`src/pkg/acwd_pkg.sv`:
```
// constants and types shared by the converter control word decoder
`default_nettype none

package acwd_pkg;

    // serial frame layout
    localparam int unsigned FRAME_BITS = 16;
    localparam int unsigned DATA_BITS  = 14;
    localparam int unsigned CNT_W      = 5;
    localparam logic [CNT_W-1:0] FRAME_LAST = 5'h10;
    localparam logic [1:0] ADDR_NONE    = 2'h0;
    localparam logic [1:0] ADDR_TEST    = 2'h1;
    localparam logic [1:0] ADDR_CALIB   = 2'h2;
    localparam logic [1:0] ADDR_CONTROL = 2'h3;

    // control word field positions
    localparam int unsigned BIT_ARRANGE    = 13;
    localparam int unsigned BIT_CHAN_HI    = 12;
    localparam int unsigned BIT_CHAN_LO    = 10;
    localparam int unsigned BIT_PMGT_HI    = 9;
    localparam int unsigned BIT_PMGT_LO    = 8;
    localparam int unsigned BIT_RDSEL_HI   = 7;
    localparam int unsigned BIT_RDSEL_LO   = 6;
    localparam int unsigned BIT_IF_MODE    = 5;
    localparam int unsigned BIT_CONV_START = 4;
    localparam int unsigned BIT_CAL_FAMILY = 3;
    localparam int unsigned BIT_CALSEL_HI  = 2;
    localparam int unsigned BIT_CALSEL_LO  = 1;
    localparam int unsigned BIT_CAL_START  = 0;

    // reset value of the whole word
    localparam logic [DATA_BITS-1:0] CTRL_RESET = 14'h0000;

    // read source codes and one-hot selects
    localparam logic [1:0] RD_CONV_DATA = 2'h0;
    localparam logic [1:0] RD_TEST      = 2'h1;
    localparam logic [1:0] RD_CALIB     = 2'h2;
    localparam logic [1:0] RD_STATUS    = 2'h3;

    // calibration selection codes
    localparam logic [1:0] CAL_FULL      = 2'h0;
    localparam logic [1:0] CAL_GAIN_OFFS = 2'h1;
    localparam logic [1:0] CAL_OFFS_ONLY = 2'h2;
    localparam logic [1:0] CAL_GAIN_ONLY = 2'h3;

    // calibration step mask {dac, gain, offset}
    localparam logic [2:0] STEPS_FULL      = 3'h7;
    localparam logic [2:0] STEPS_GAIN_OFFS = 3'h3;
    localparam logic [2:0] STEPS_OFFS      = 3'h1;
    localparam logic [2:0] STEPS_GAIN      = 3'h2;

    // coefficient bank one-hot {gain, offset, gain+offset, all ten}
    localparam logic [3:0] COEF_ALL_TEN    = 4'h1;
    localparam logic [3:0] COEF_GAIN_OFFS  = 4'h2;
    localparam logic [3:0] COEF_OFFS       = 4'h4;
    localparam logic [3:0] COEF_GAIN       = 4'h8;

    // analog input number meaning ground on the negative side
    localparam logic [3:0] INPUT_GROUND = 4'h0;

    typedef enum logic [2:0] {
        FR_IDLE  = 3'h1,
        FR_SHIFT = 3'h2,
        FR_HOLD  = 3'h4
    } acwd_frame_state_t;

endpackage : acwd_pkg

`default_nettype wire

```
`src/design/acwd_decoder.sv`:
```
// converter control word: serial frame capture, storage and decoding
`default_nettype none

module acwd_decoder
(
    // clock and reset
    input  wire logic                       sys_clk_in,
    input  wire logic                       rst_n_in,
    // serial link from host
    input  wire logic                       link_sclk_in,
    input  wire logic                       link_frame_n_in,
    input  wire logic                       link_din_in,
    // completion indications from converter core
    input  wire logic                       conv_done_in,
    input  wire logic                       cal_done_in,
    // input arrangement and channel
    output logic                            input_arrangement_sel_out,
    output logic [2:0]                      chan_sel_out,
    output logic [3:0]                      pos_input_out,
    output logic [3:0]                      neg_input_out,
    // power management and read selection
    output logic [1:0]                      power_mgmt_out,
    output logic [1:0]                      read_sel_out,
    output logic [3:0]                      read_src_out,
    // interface mode
    output logic                            iface_mode1_out,
    // conversion
    output logic                            soft_convert_start_out,
    output logic                            conv_start_pulse_out,
    // calibration
    output logic                            cal_family_sel_out,
    output logic [1:0]                      cal_sel_out,
    output logic                            cal_start_out,
    output logic                            cal_start_pulse_out,
    output logic [2:0]                      cal_steps_out,
    output logic [3:0]                      coef_sel_out,
    // write strobes for the other write targets
    output logic                            test_write_out,
    output logic                            calib_write_out,
    output logic [acwd_pkg::DATA_BITS-1:0]  write_data_out
);
    import acwd_pkg::*;

    ////////////////////////////////////////////////////////////////////////////
    // decode functions

    // positive side input number 1..8
    function automatic logic [3:0] pos_input(input logic [2:0] code);
        logic [3:0] base;
        base = {1'b0, code[1:0], 1'b0} + 4'h1;
        pos_input = code[2] ? base + 4'h1 : base;
    endfunction : pos_input

    // negative side input number, ground in single-ended mode
    function automatic logic [3:0] neg_input(input logic sgl, input logic [2:0] code);
        logic [3:0] base;
        base = {1'b0, code[1:0], 1'b0} + 4'h1;
        if (sgl) begin
            neg_input = INPUT_GROUND;
        end else if (code[2]) begin
            neg_input = base;
        end else begin
            neg_input = base + 4'h1;
        end
    endfunction : neg_input

    // calibration steps, same sequence for both families
    function automatic logic [2:0] cal_steps(input logic [1:0] sel);
        unique case (sel)
            CAL_FULL:      cal_steps = STEPS_FULL;
            CAL_GAIN_OFFS: cal_steps = STEPS_GAIN_OFFS;
            CAL_OFFS_ONLY: cal_steps = STEPS_OFFS;
            CAL_GAIN_ONLY: cal_steps = STEPS_GAIN;
        endcase
    endfunction : cal_steps

    // coefficient bank addressed while no calibration is requested
    function automatic logic [3:0] coef_sel(input logic [1:0] sel);
        unique case (sel)
            CAL_FULL:      coef_sel = COEF_ALL_TEN;
            CAL_GAIN_OFFS: coef_sel = COEF_GAIN_OFFS;
            CAL_OFFS_ONLY: coef_sel = COEF_OFFS;
            CAL_GAIN_ONLY: coef_sel = COEF_GAIN;
        endcase
    endfunction : coef_sel

    function automatic logic [3:0] read_src(input logic [1:0] sel);
        unique case (sel)
            RD_CONV_DATA: read_src = 4'h1;
            RD_TEST:      read_src = 4'h2;
            RD_CALIB:     read_src = 4'h4;
            RD_STATUS:    read_src = 4'h8;
        endcase
    endfunction : read_src

    ////////////////////////////////////////////////////////////////////////////
    // link synchronisers: the host clock is asynchronous to ours

    logic sclk_s1;
    logic sclk_s2;
    logic sclk_s3;
    logic frame_n_s1;
    logic frame_n_s2;
    logic din_s1;
    logic din_s2;

    always_ff @(posedge sys_clk_in) begin
        if (!rst_n_in) begin
            // idle level of the host clock, so no edge is seen after reset
            sclk_s1    <= 1'b1;
            sclk_s2    <= 1'b1;
            sclk_s3    <= 1'b1;
            frame_n_s1 <= 1'b1;
            frame_n_s2 <= 1'b1;
            din_s1     <= 1'b0;
            din_s2     <= 1'b0;
        end else begin
            sclk_s1    <= link_sclk_in;
            sclk_s2    <= sclk_s1;
            sclk_s3    <= sclk_s2;
            frame_n_s1 <= link_frame_n_in;
            frame_n_s2 <= frame_n_s1;
            din_s1     <= link_din_in;
            din_s2     <= din_s1;
        end
    end

    // data is taken on the falling edge; din is stable then by half a period
    logic sclk_fall;
    assign sclk_fall = sclk_s3 & ~sclk_s2;

    ////////////////////////////////////////////////////////////////////////////
    // frame capture

    acwd_frame_state_t      state;
    acwd_frame_state_t      next_state;
    logic [CNT_W-1:0]       bit_cnt;
    logic [FRAME_BITS-1:0]  shift_reg;
    logic                   word_ready;
    logic                   frame_end;
    logic                   ctrl_wr;
    logic                   wrote_ctrl;

    always_comb begin
        next_state = state;
        word_ready = 1'b0;
        unique case (state)
            FR_IDLE: begin
                if (!frame_n_s2) begin
                    next_state = FR_SHIFT;
                end
            end
            FR_SHIFT: begin
                // a frame cut short is dropped whole
                if (frame_n_s2) begin
                    next_state = FR_IDLE;
                end else if (bit_cnt == FRAME_LAST) begin
                    word_ready = 1'b1;
                    next_state = FR_HOLD;
                end
            end
            FR_HOLD: begin
                // extra clocks past sixteen are ignored
                if (frame_n_s2) begin
                    next_state = FR_IDLE;
                end
            end
            default: next_state = FR_IDLE;
        endcase
    end

    always_ff @(posedge sys_clk_in) begin
        if (!rst_n_in) begin
            state <= FR_IDLE;
        end else begin
            state <= next_state;
        end
    end

    always_ff @(posedge sys_clk_in) begin
        if (!rst_n_in) begin
            bit_cnt   <= '0;
            shift_reg <= '0;
        end else if (state != FR_SHIFT) begin
            bit_cnt   <= '0;
        end else if (sclk_fall && !frame_n_s2 && bit_cnt != FRAME_LAST) begin
            shift_reg <= {shift_reg[FRAME_BITS-2:0], din_s2};
            bit_cnt   <= bit_cnt + 5'h01;
        end
    end

    // frame end closes a read cycle as well as a write
    assign frame_end = (state != FR_IDLE) && frame_n_s2;
    assign ctrl_wr   = word_ready &&
                       shift_reg[FRAME_BITS-1 -: 2] == ADDR_CONTROL;

    always_ff @(posedge sys_clk_in) begin
        if (!rst_n_in) begin
            wrote_ctrl <= 1'b0;
        end else if (ctrl_wr) begin
            wrote_ctrl <= 1'b1;
        end else if (state == FR_IDLE) begin
            wrote_ctrl <= 1'b0;
        end
    end

    ////////////////////////////////////////////////////////////////////////////
    // control word: write-only, no read path exists

    logic [DATA_BITS-1:0] ctrl;
    logic [DATA_BITS-1:0] next_ctrl;

    always_comb begin
        next_ctrl = ctrl;
        // a frame that itself wrote the word keeps the written mode bit
        if (frame_end && !wrote_ctrl) begin
            next_ctrl[BIT_IF_MODE] = 1'b0;
        end
        if (conv_done_in) begin
            next_ctrl[BIT_CONV_START] = 1'b0;
        end
        if (cal_done_in) begin
            next_ctrl[BIT_CAL_START] = 1'b0;
        end
        // a write lands after the clears so it wins the same cycle
        if (ctrl_wr) begin
            next_ctrl = shift_reg[DATA_BITS-1:0];
        end
    end

    always_ff @(posedge sys_clk_in) begin
        if (!rst_n_in) begin
            ctrl <= CTRL_RESET;
        end else begin
            ctrl <= next_ctrl;
        end
    end

    ////////////////////////////////////////////////////////////////////////////
    // decoded outputs, registered from the next word so they track ctrl

    always_ff @(posedge sys_clk_in) begin
        if (!rst_n_in) begin
            input_arrangement_sel_out <= 1'b0;
            chan_sel_out              <= 3'h0;
            pos_input_out             <= 4'h1;
            neg_input_out             <= 4'h2;
        end else begin
            input_arrangement_sel_out <= next_ctrl[BIT_ARRANGE];
            chan_sel_out              <= next_ctrl[BIT_CHAN_HI:BIT_CHAN_LO];
            pos_input_out             <= pos_input(next_ctrl[BIT_CHAN_HI:BIT_CHAN_LO]);
            neg_input_out             <= neg_input(next_ctrl[BIT_ARRANGE],
                                                   next_ctrl[BIT_CHAN_HI:BIT_CHAN_LO]);
        end
    end

    always_ff @(posedge sys_clk_in) begin
        if (!rst_n_in) begin
            power_mgmt_out  <= 2'h0;
            read_sel_out    <= RD_CONV_DATA;
            read_src_out    <= 4'h1;
            iface_mode1_out <= 1'b0;
        end else begin
            power_mgmt_out  <= next_ctrl[BIT_PMGT_HI:BIT_PMGT_LO];
            read_sel_out    <= next_ctrl[BIT_RDSEL_HI:BIT_RDSEL_LO];
            read_src_out    <= read_src(next_ctrl[BIT_RDSEL_HI:BIT_RDSEL_LO]);
            iface_mode1_out <= next_ctrl[BIT_IF_MODE];
        end
    end

    always_ff @(posedge sys_clk_in) begin
        if (!rst_n_in) begin
            soft_convert_start_out <= 1'b0;
            conv_start_pulse_out   <= 1'b0;
        end else begin
            soft_convert_start_out <= next_ctrl[BIT_CONV_START];
            conv_start_pulse_out   <= ctrl_wr && shift_reg[BIT_CONV_START];
        end
    end

    always_ff @(posedge sys_clk_in) begin
        if (!rst_n_in) begin
            cal_family_sel_out  <= 1'b0;
            cal_sel_out         <= 2'h0;
            cal_start_out       <= 1'b0;
            cal_start_pulse_out <= 1'b0;
            cal_steps_out       <= 3'h0;
            coef_sel_out        <= COEF_ALL_TEN;
        end else begin
            cal_family_sel_out  <= next_ctrl[BIT_CAL_FAMILY];
            cal_sel_out         <= next_ctrl[BIT_CALSEL_HI:BIT_CALSEL_LO];
            cal_start_out       <= next_ctrl[BIT_CAL_START];
            cal_start_pulse_out <= ctrl_wr && shift_reg[BIT_CAL_START];
            // steps shown only while a calibration is requested
            cal_steps_out       <= next_ctrl[BIT_CAL_START] ?
                                   cal_steps(next_ctrl[BIT_CALSEL_HI:BIT_CALSEL_LO]) :
                                   3'h0;
            // coefficient bank shown only while no calibration is requested
            coef_sel_out        <= next_ctrl[BIT_CAL_START] ? 4'h0 :
                                   coef_sel(next_ctrl[BIT_CALSEL_HI:BIT_CALSEL_LO]);
        end
    end

    ////////////////////////////////////////////////////////////////////////////
    // strobes for the test and calibration write targets; address 00 drops

    always_ff @(posedge sys_clk_in) begin
        if (!rst_n_in) begin
            test_write_out  <= 1'b0;
            calib_write_out <= 1'b0;
            write_data_out  <= '0;
        end else begin
            test_write_out  <= word_ready &&
                               shift_reg[FRAME_BITS-1 -: 2] == ADDR_TEST;
            calib_write_out <= word_ready &&
                               shift_reg[FRAME_BITS-1 -: 2] == ADDR_CALIB;
            if (word_ready && shift_reg[FRAME_BITS-1 -: 2] != ADDR_NONE) begin
                write_data_out <= shift_reg[DATA_BITS-1:0];
            end
        end
    end

endmodule : acwd_decoder

`default_nettype wire

```
`config.mk`:
```
export PLATFORM = sky130hd
export DESIGN_NAME = acwd_decoder
export DESIGN_NICKNAME = d
export VERILOG_FILES = /design/src/pkg/acwd_pkg.sv /design/src/design/acwd_decoder.sv
export SDC_FILE = /design/constraint.sdc
export NUM_CORES = 1
export LEC_CHECK = 0
export BUFFER_PORTS_ARGS = -buffer_cell sky130_fd_sc_hd__buf_4
export CAP_MARGIN = 40
export CORE_ASPECT_RATIO = 2
export CORE_MARGIN = 2
export CORE_UTILIZATION = 59
export CTS_CLUSTER_SIZE = 14
export DETAILED_ROUTE_END_ITERATION = 8
export GPL_TIMING_DRIVEN = 0
export PLACE_DENSITY_LB_ADDON = 0.08
export SYNTH_ARGS = -nofsm -noshare
export SYNTH_HDL_FRONTEND = slang
export SYNTH_SLANG_ARGS = --single-unit
```
`constraint.sdc`:
```
create_clock -name sys_clk_in -period 5.22 [get_ports sys_clk_in]
set_input_delay 0.261 -clock sys_clk_in [delete_from_list [all_inputs] [get_ports sys_clk_in]]
set_output_delay 0.261 -clock sys_clk_in [all_outputs]
set_load 0.03 [all_outputs]
```
* Word level (Yosys, flattened, before mapping)
Cells that the tools add are included.
Word-level totals: register bits 97, output and inout port bits 51, logic and storage cells 102
Operators by class: add/subtract/negate cells 3, equality and inequality tests 19, muxes and demuxes 21, bitwise logic cells 4, reduce and logical (&&, ||, !) cells 22
Operator list (number):
- $pmux W4 S4 | 2
- $mux W14 | 1
- $eq A2 B2 Y1 const B | 6
- $mux W3 | 4
- $pmux W3 S4 | 1
- $logic_and A1 B1 Y1 | 10
- $mux W1 | 9
- $pmux W3 S3 | 1
- $mux W4 | 2
- $eq A2 B1 Y1 const B | 3
- $reduce_or A2 Y1 | 3
- $add A5 B1 Y5 const B | 1
- $eq A5 B5 Y1 const B | 1
- $ne A5 B5 Y1 const B | 1
- $add A3 B1 Y4 const B | 1
- $add A4 B1 Y4 const B | 1
- $logic_not A2 Y1 | 2
- $ne A2 B2 Y1 const B | 2
- $reduce_and A2 Y1 | 2
- $reduce_bool A2 Y1 | 2
- $eq A3 B1 Y1 const B | 1
- $eq A3 B2 Y1 const B | 1
- $eq A3 B3 Y1 const B | 1
- $ne A3 B1 Y1 const B | 1
- other kinds (7) | 10

* Logic depth before layout (Yosys ltp)
depth in word-level cells 10, gate-level depth with buffers 9

* Worst setup path before layout
No wires, ideal clock.
path type flip-flop to flip-flop, start point register bit_cnt[0], end point register coef_sel_out[0], library setup time 62 ps, arrival time 2093 ps, slack 3065 ps, stages on the path, launching flop included 9, buffers on the path 2, clock period less this slack 2155 ps, cells stage by stage dfxtp_1 -> inv_1 -> ha_1 -> or4bb_1 -> buf_2 -> or3_1 -> buf_2 -> or4_1 -> nand3_1
Between the ends: word-level cells in the longest chain between the ends 9, elaborated cells between the ends (all ways) 12, those cells by class 4 x eq/ne; 6 x mux; 2 x reduce/logical
Ends and longest elaborated chain:
- start: declaration | line acwd_decoder.sv:137 | logic [CNT_W-1:0] bit_cnt;
- start signal: assignment | line acwd_decoder.sv:188 | bit_cnt <= bit_cnt + 5'h01;
- $eq A5 B5 Y1 (*) | line acwd_decoder.sv:157 | end else if (bit_cnt == FRAME_LAST) begin
- $mux W1 (*) | line acwd_decoder.sv:157
- $mux W1 (*) | line acwd_decoder.sv:155 | if (frame_n_s2) begin
- $mux W1 (*) | line acwd_decoder.sv:147 | unique case (state)
- $logic_and A1 B1 Y1 (*) | line acwd_decoder.sv:194 | assign ctrl_wr = word_ready &&
- $mux W14 (*) | line acwd_decoder.sv:226 | if (ctrl_wr) begin
- $eq A2 B2 Y1, or another cell as far along | line acwd_decoder.sv:79 | unique case (sel)
- $pmux W4 S4 | line acwd_decoder.sv:79
- $mux W1 (*) | line acwd_decoder.sv:299 | coef_sel_out <= next_ctrl[BIT_CAL_START] ? 4'h0 :
- end signal: assignment | line acwd_decoder.sv:299
- end: declaration | line acwd_decoder.sv:36 | output logic [3:0] coef_sel_out,
Every way passes the cells marked *; elsewhere a longest branch is shown, timed or not. A chain may end at the register's enable or synchronous reset.

* Worst setup path in the final report
start point register bit_cnt[0], end point register ctrl[6]
Between the ends: word-level cells in the longest chain between the ends 6
Ends and longest elaborated chain:
- $eq A5 B5 Y1 | line acwd_decoder.sv:157
- $mux W1 | line acwd_decoder.sv:157
- $mux W1 | line acwd_decoder.sv:155
- $mux W1 | line acwd_decoder.sv:147
- $logic_and A1 B1 Y1 | line acwd_decoder.sv:194
- $mux W14 | line acwd_decoder.sv:226
- end signal: assignment | line acwd_decoder.sv:235 | ctrl <= next_ctrl;
- end: declaration | line acwd_decoder.sv:210 | logic [DATA_BITS-1:0] ctrl;
No other way between the ends.

==> reports/summary.txt <==
Wire per inst -> 15.9 microns
Number of DRC markers in iteration 0 -> 113
Most frequent cells in the layout -> dfxtp_1 (83), buf_4 (58), nor2b_1 (36)
CP max stage cell -> or4bb_1
N_diodes -> 0
VDD IR max -> 0.303 mV
Net Sw Frac -> 20.0%
Met1 Usage GRT -> 27.5%
Post-DP HPWL -> 5310 microns
Worst-Margin Slew -> 561 ps
Worst Hold Class -> in2reg
Yosys reg bits -> 83
Starting Density -> 61.2%
Final nets -> 416
RSZ-0062 raised after global routing -> false
Leak -> 1.66 nW
FF-to-FF End -> ctrl[6]
Setup bufs post-CTS -> 0
Internal Power -> 0.908 mW
Clock Sink Count -> 83
Hold_buf cts -> 0
GRT busiest layer -> met2
WP depth -> 9
TritonCTS clock tree -> yes
Hold_sp -> link_frame_n_in
Num rows -> 38
Final setup TNS -> 0 ps
Final worst path period share -> 48.4%
Placed Cells -> 456
Worst reg2reg path startpoint -> bit_cnt[0]
Synth unique cells -> 39
Run status -> complete, no violations
Worst Hold Depth -> 2
Port Buf Inserts -> 57
Vias in the first global route -> 2538
Non-filler cells, final -> 472
Sequential Power Share -> 56.1%
WL final -> 7500 microns
EDFF count, synth -> 0
Die width -> 57.2 microns
# setup viols final -> 0
Worst rel slew slack -> 62.6%
Net Switching -> 0.227 mW
GR Util met2 -> 44.0%
Logic gate share of total power -> 2.2%
Clock power frac -> 41.7%
Max_cap viols -> 0
Min Hold Slack -> 85.1 ps
Die Height -> 110 microns
Fin. max-slew vios -> 0
Largest net degree at the start of global routing -> 13
Cell Area, Synth -> 0.00335 sq mm
Synth Flop Type -> dfxtp_1
FILL cells -> 436
Top delay family on crit path -> simple AND/OR/NAND/NOR gates
Critical path buffer and inverter count -> 4
Min Clock Period, post-route -> 2530 ps
Post-synthesis area per instance -> 9.87 sq um
CP most frequent cell -> buf_2
Synthesized Nets -> 348
Worst path cell trace -> inv_1 > ha_1 > or4bb_1 > buf_2 > nor3_2 > buf_2 > buf_2 > nand2_1 > a21boi_0
CP Capture Type -> flip-flop
First-pass GRT wire length -> 12200 microns
CTS resizes -> 0
Worst Hold Path EP -> frame_n_s1
Layout area overhead -> 21.2%
Longest Clk Path Bufs -> 2
Startpoint types -> flip-flop
Grt met3 use -> 6.67%
Post-route DRC violation count -> 0
Worst-path clk slew -> 80 ps
Commonest non-fill, non-tap cell in the layout -> dfxtp_1
Worst Skew -> 6.26 ps
Worst Reg2Reg Path Length in Cells -> 9
Clock buffer count from CTS -> 9
Kind of critical path -> reg2reg
Delay of the slowest critical-path stage -> 470 ps
Post-synthesis async set-or-reset flop share -> 0%
H-tree levels -> 3
Clock Tree Root -> clkbuf_8
Vias per inst -> 5.56
Post-DRT Antenna Nets -> 0
Ys Warns -> 0
Final Util -> 74.2%
Initial antenna violation count -> 0
Required time worst endpoint -> 5510 ps
Ports -> 58
FF-to-FF setup slack -> 2690 ps
Core region area -> 0.00547 sq mm
WP data arrival -> 2810 ps
RD Place Congestion -> 0.775
Hold Fails Final Rpt -> 0
Die area -> 0.00633 sq mm
Crit Path Max Fanout -> 10
Via count -> 2625
Layout cells sized above 1 -> 21.6%
Pwr Density -> 280 mW/mm^2
Total GRT Usage -> 25.1%
Max FFs per register -> 16
Register area share after synthesis -> 49.7%
Worst-Skew Late Latency -> 360 ps
First-pass DRT Iterations -> 4
Highest achievable clock rate -> 0.396 GHz
GRT Residual Overflow -> 0
Cell count after synthesis -> 339
==> power by group through the flow <==
stage	Sequential [mW]	Clock [mW]	Combinational, mW
global route	0.637	0.508	0.0272
CTS	0.637	0.483	0.0249
floorplan	0.651	0	0.0154
global placement	0.651	0	0.0243
detailed placement	0.651	0	0.0248
finish	0.637	0.474	0.0248
==> logic make-up (layout without fill, tap and decap cells) <==
| group | Yosys count | count (layout) | share of synthesized area, % |
|---|---|---|---|
| adder cells (fa/ha/maj) | 2 | 2 | 0.748 |
| AO/OA/AOI/OAI | 33 | 33 | 7.48 |
| buffers and inverters | 30 | 103 | 4.19 |
| multiplexers | 34 | 34 | 10.2 |
| XOR/XNOR | 11 | 11 | 2.88 |
| AND/OR/NAND/NOR | 146 | 146 | 24.9 |
| flip-flops | 83 | 83 | 49.7 |
==> final cells by class <==
cell class / count / area, sq um / share of cell area (%)
Inverter: 3 / 11.3 / 0.278
Buffer: 27 / 129 / 3.18
Clock buffer: 15 / 176 / 4.35
Clock inverter: 1 / 30.0 / 0.741
Multi-Input combinational cell: 226 / 1540 / 38.1
Timing Repair Buffer: 57 / 428 / 10.6
Tap cell: 60 / 75.1 / 1.85
Sequential cell: 83 / 1660 / 41.0
==> synthesized netlist by cell type (4+ instances only) <==
master    instances  area share, %
nand2b_1          9            1.7
nand3_1           8            1.2
xor2_1            7            1.8
nor2b_1          36            6.7
o21a_1            5            1.1
dfxtp_1          83             50
nand2_1          34            3.8
mux2i_1          34             10
clkbuf_1         12            1.3
xnor2_1           4            1.0
buf_2            12            1.8
nor2_1           13            1.5
nand3b_1          9            2.0
a21boi_0         20            4.5
nand4_1           5           0.93
nor3_1            9            1.3
==> metrics by stage <==
stage / area (sq um) / power [mW] / worst slack (ps)
after floorplan: 3350 / 0.666 / 3070
after global placement: 3850 / 0.676 / 2760
after detailed placement: 3850 / 0.676 / 2760
after CTS: 4060 / 1.14 / 2710
after global routing: 4060 / 1.17 / 2540
final: 4060 / 1.14 / 2690
==> layer usage <==
layer	vias to the layer above	wire length [microns]
met2	83	4080
met5	-	0
li1	1282	-
met4	0	159
met3	14	337
met1	1246	2920
==> how the worst max path moves through the flow <==
stage,endpoint,startpoint,slack (ps)
finish,ctrl[6],bit_cnt[0],2690
global route,ctrl[11],bit_cnt[0],2540
CTS,ctrl[8],bit_cnt[0],2710
detailed placement,ctrl[6],bit_cnt[0],2760
global placement,ctrl[11],bit_cnt[0],2760
floorplan,coef_sel_out[0],bit_cnt[0],3070
No activity file was read; power rests on OpenSTA's default activity.
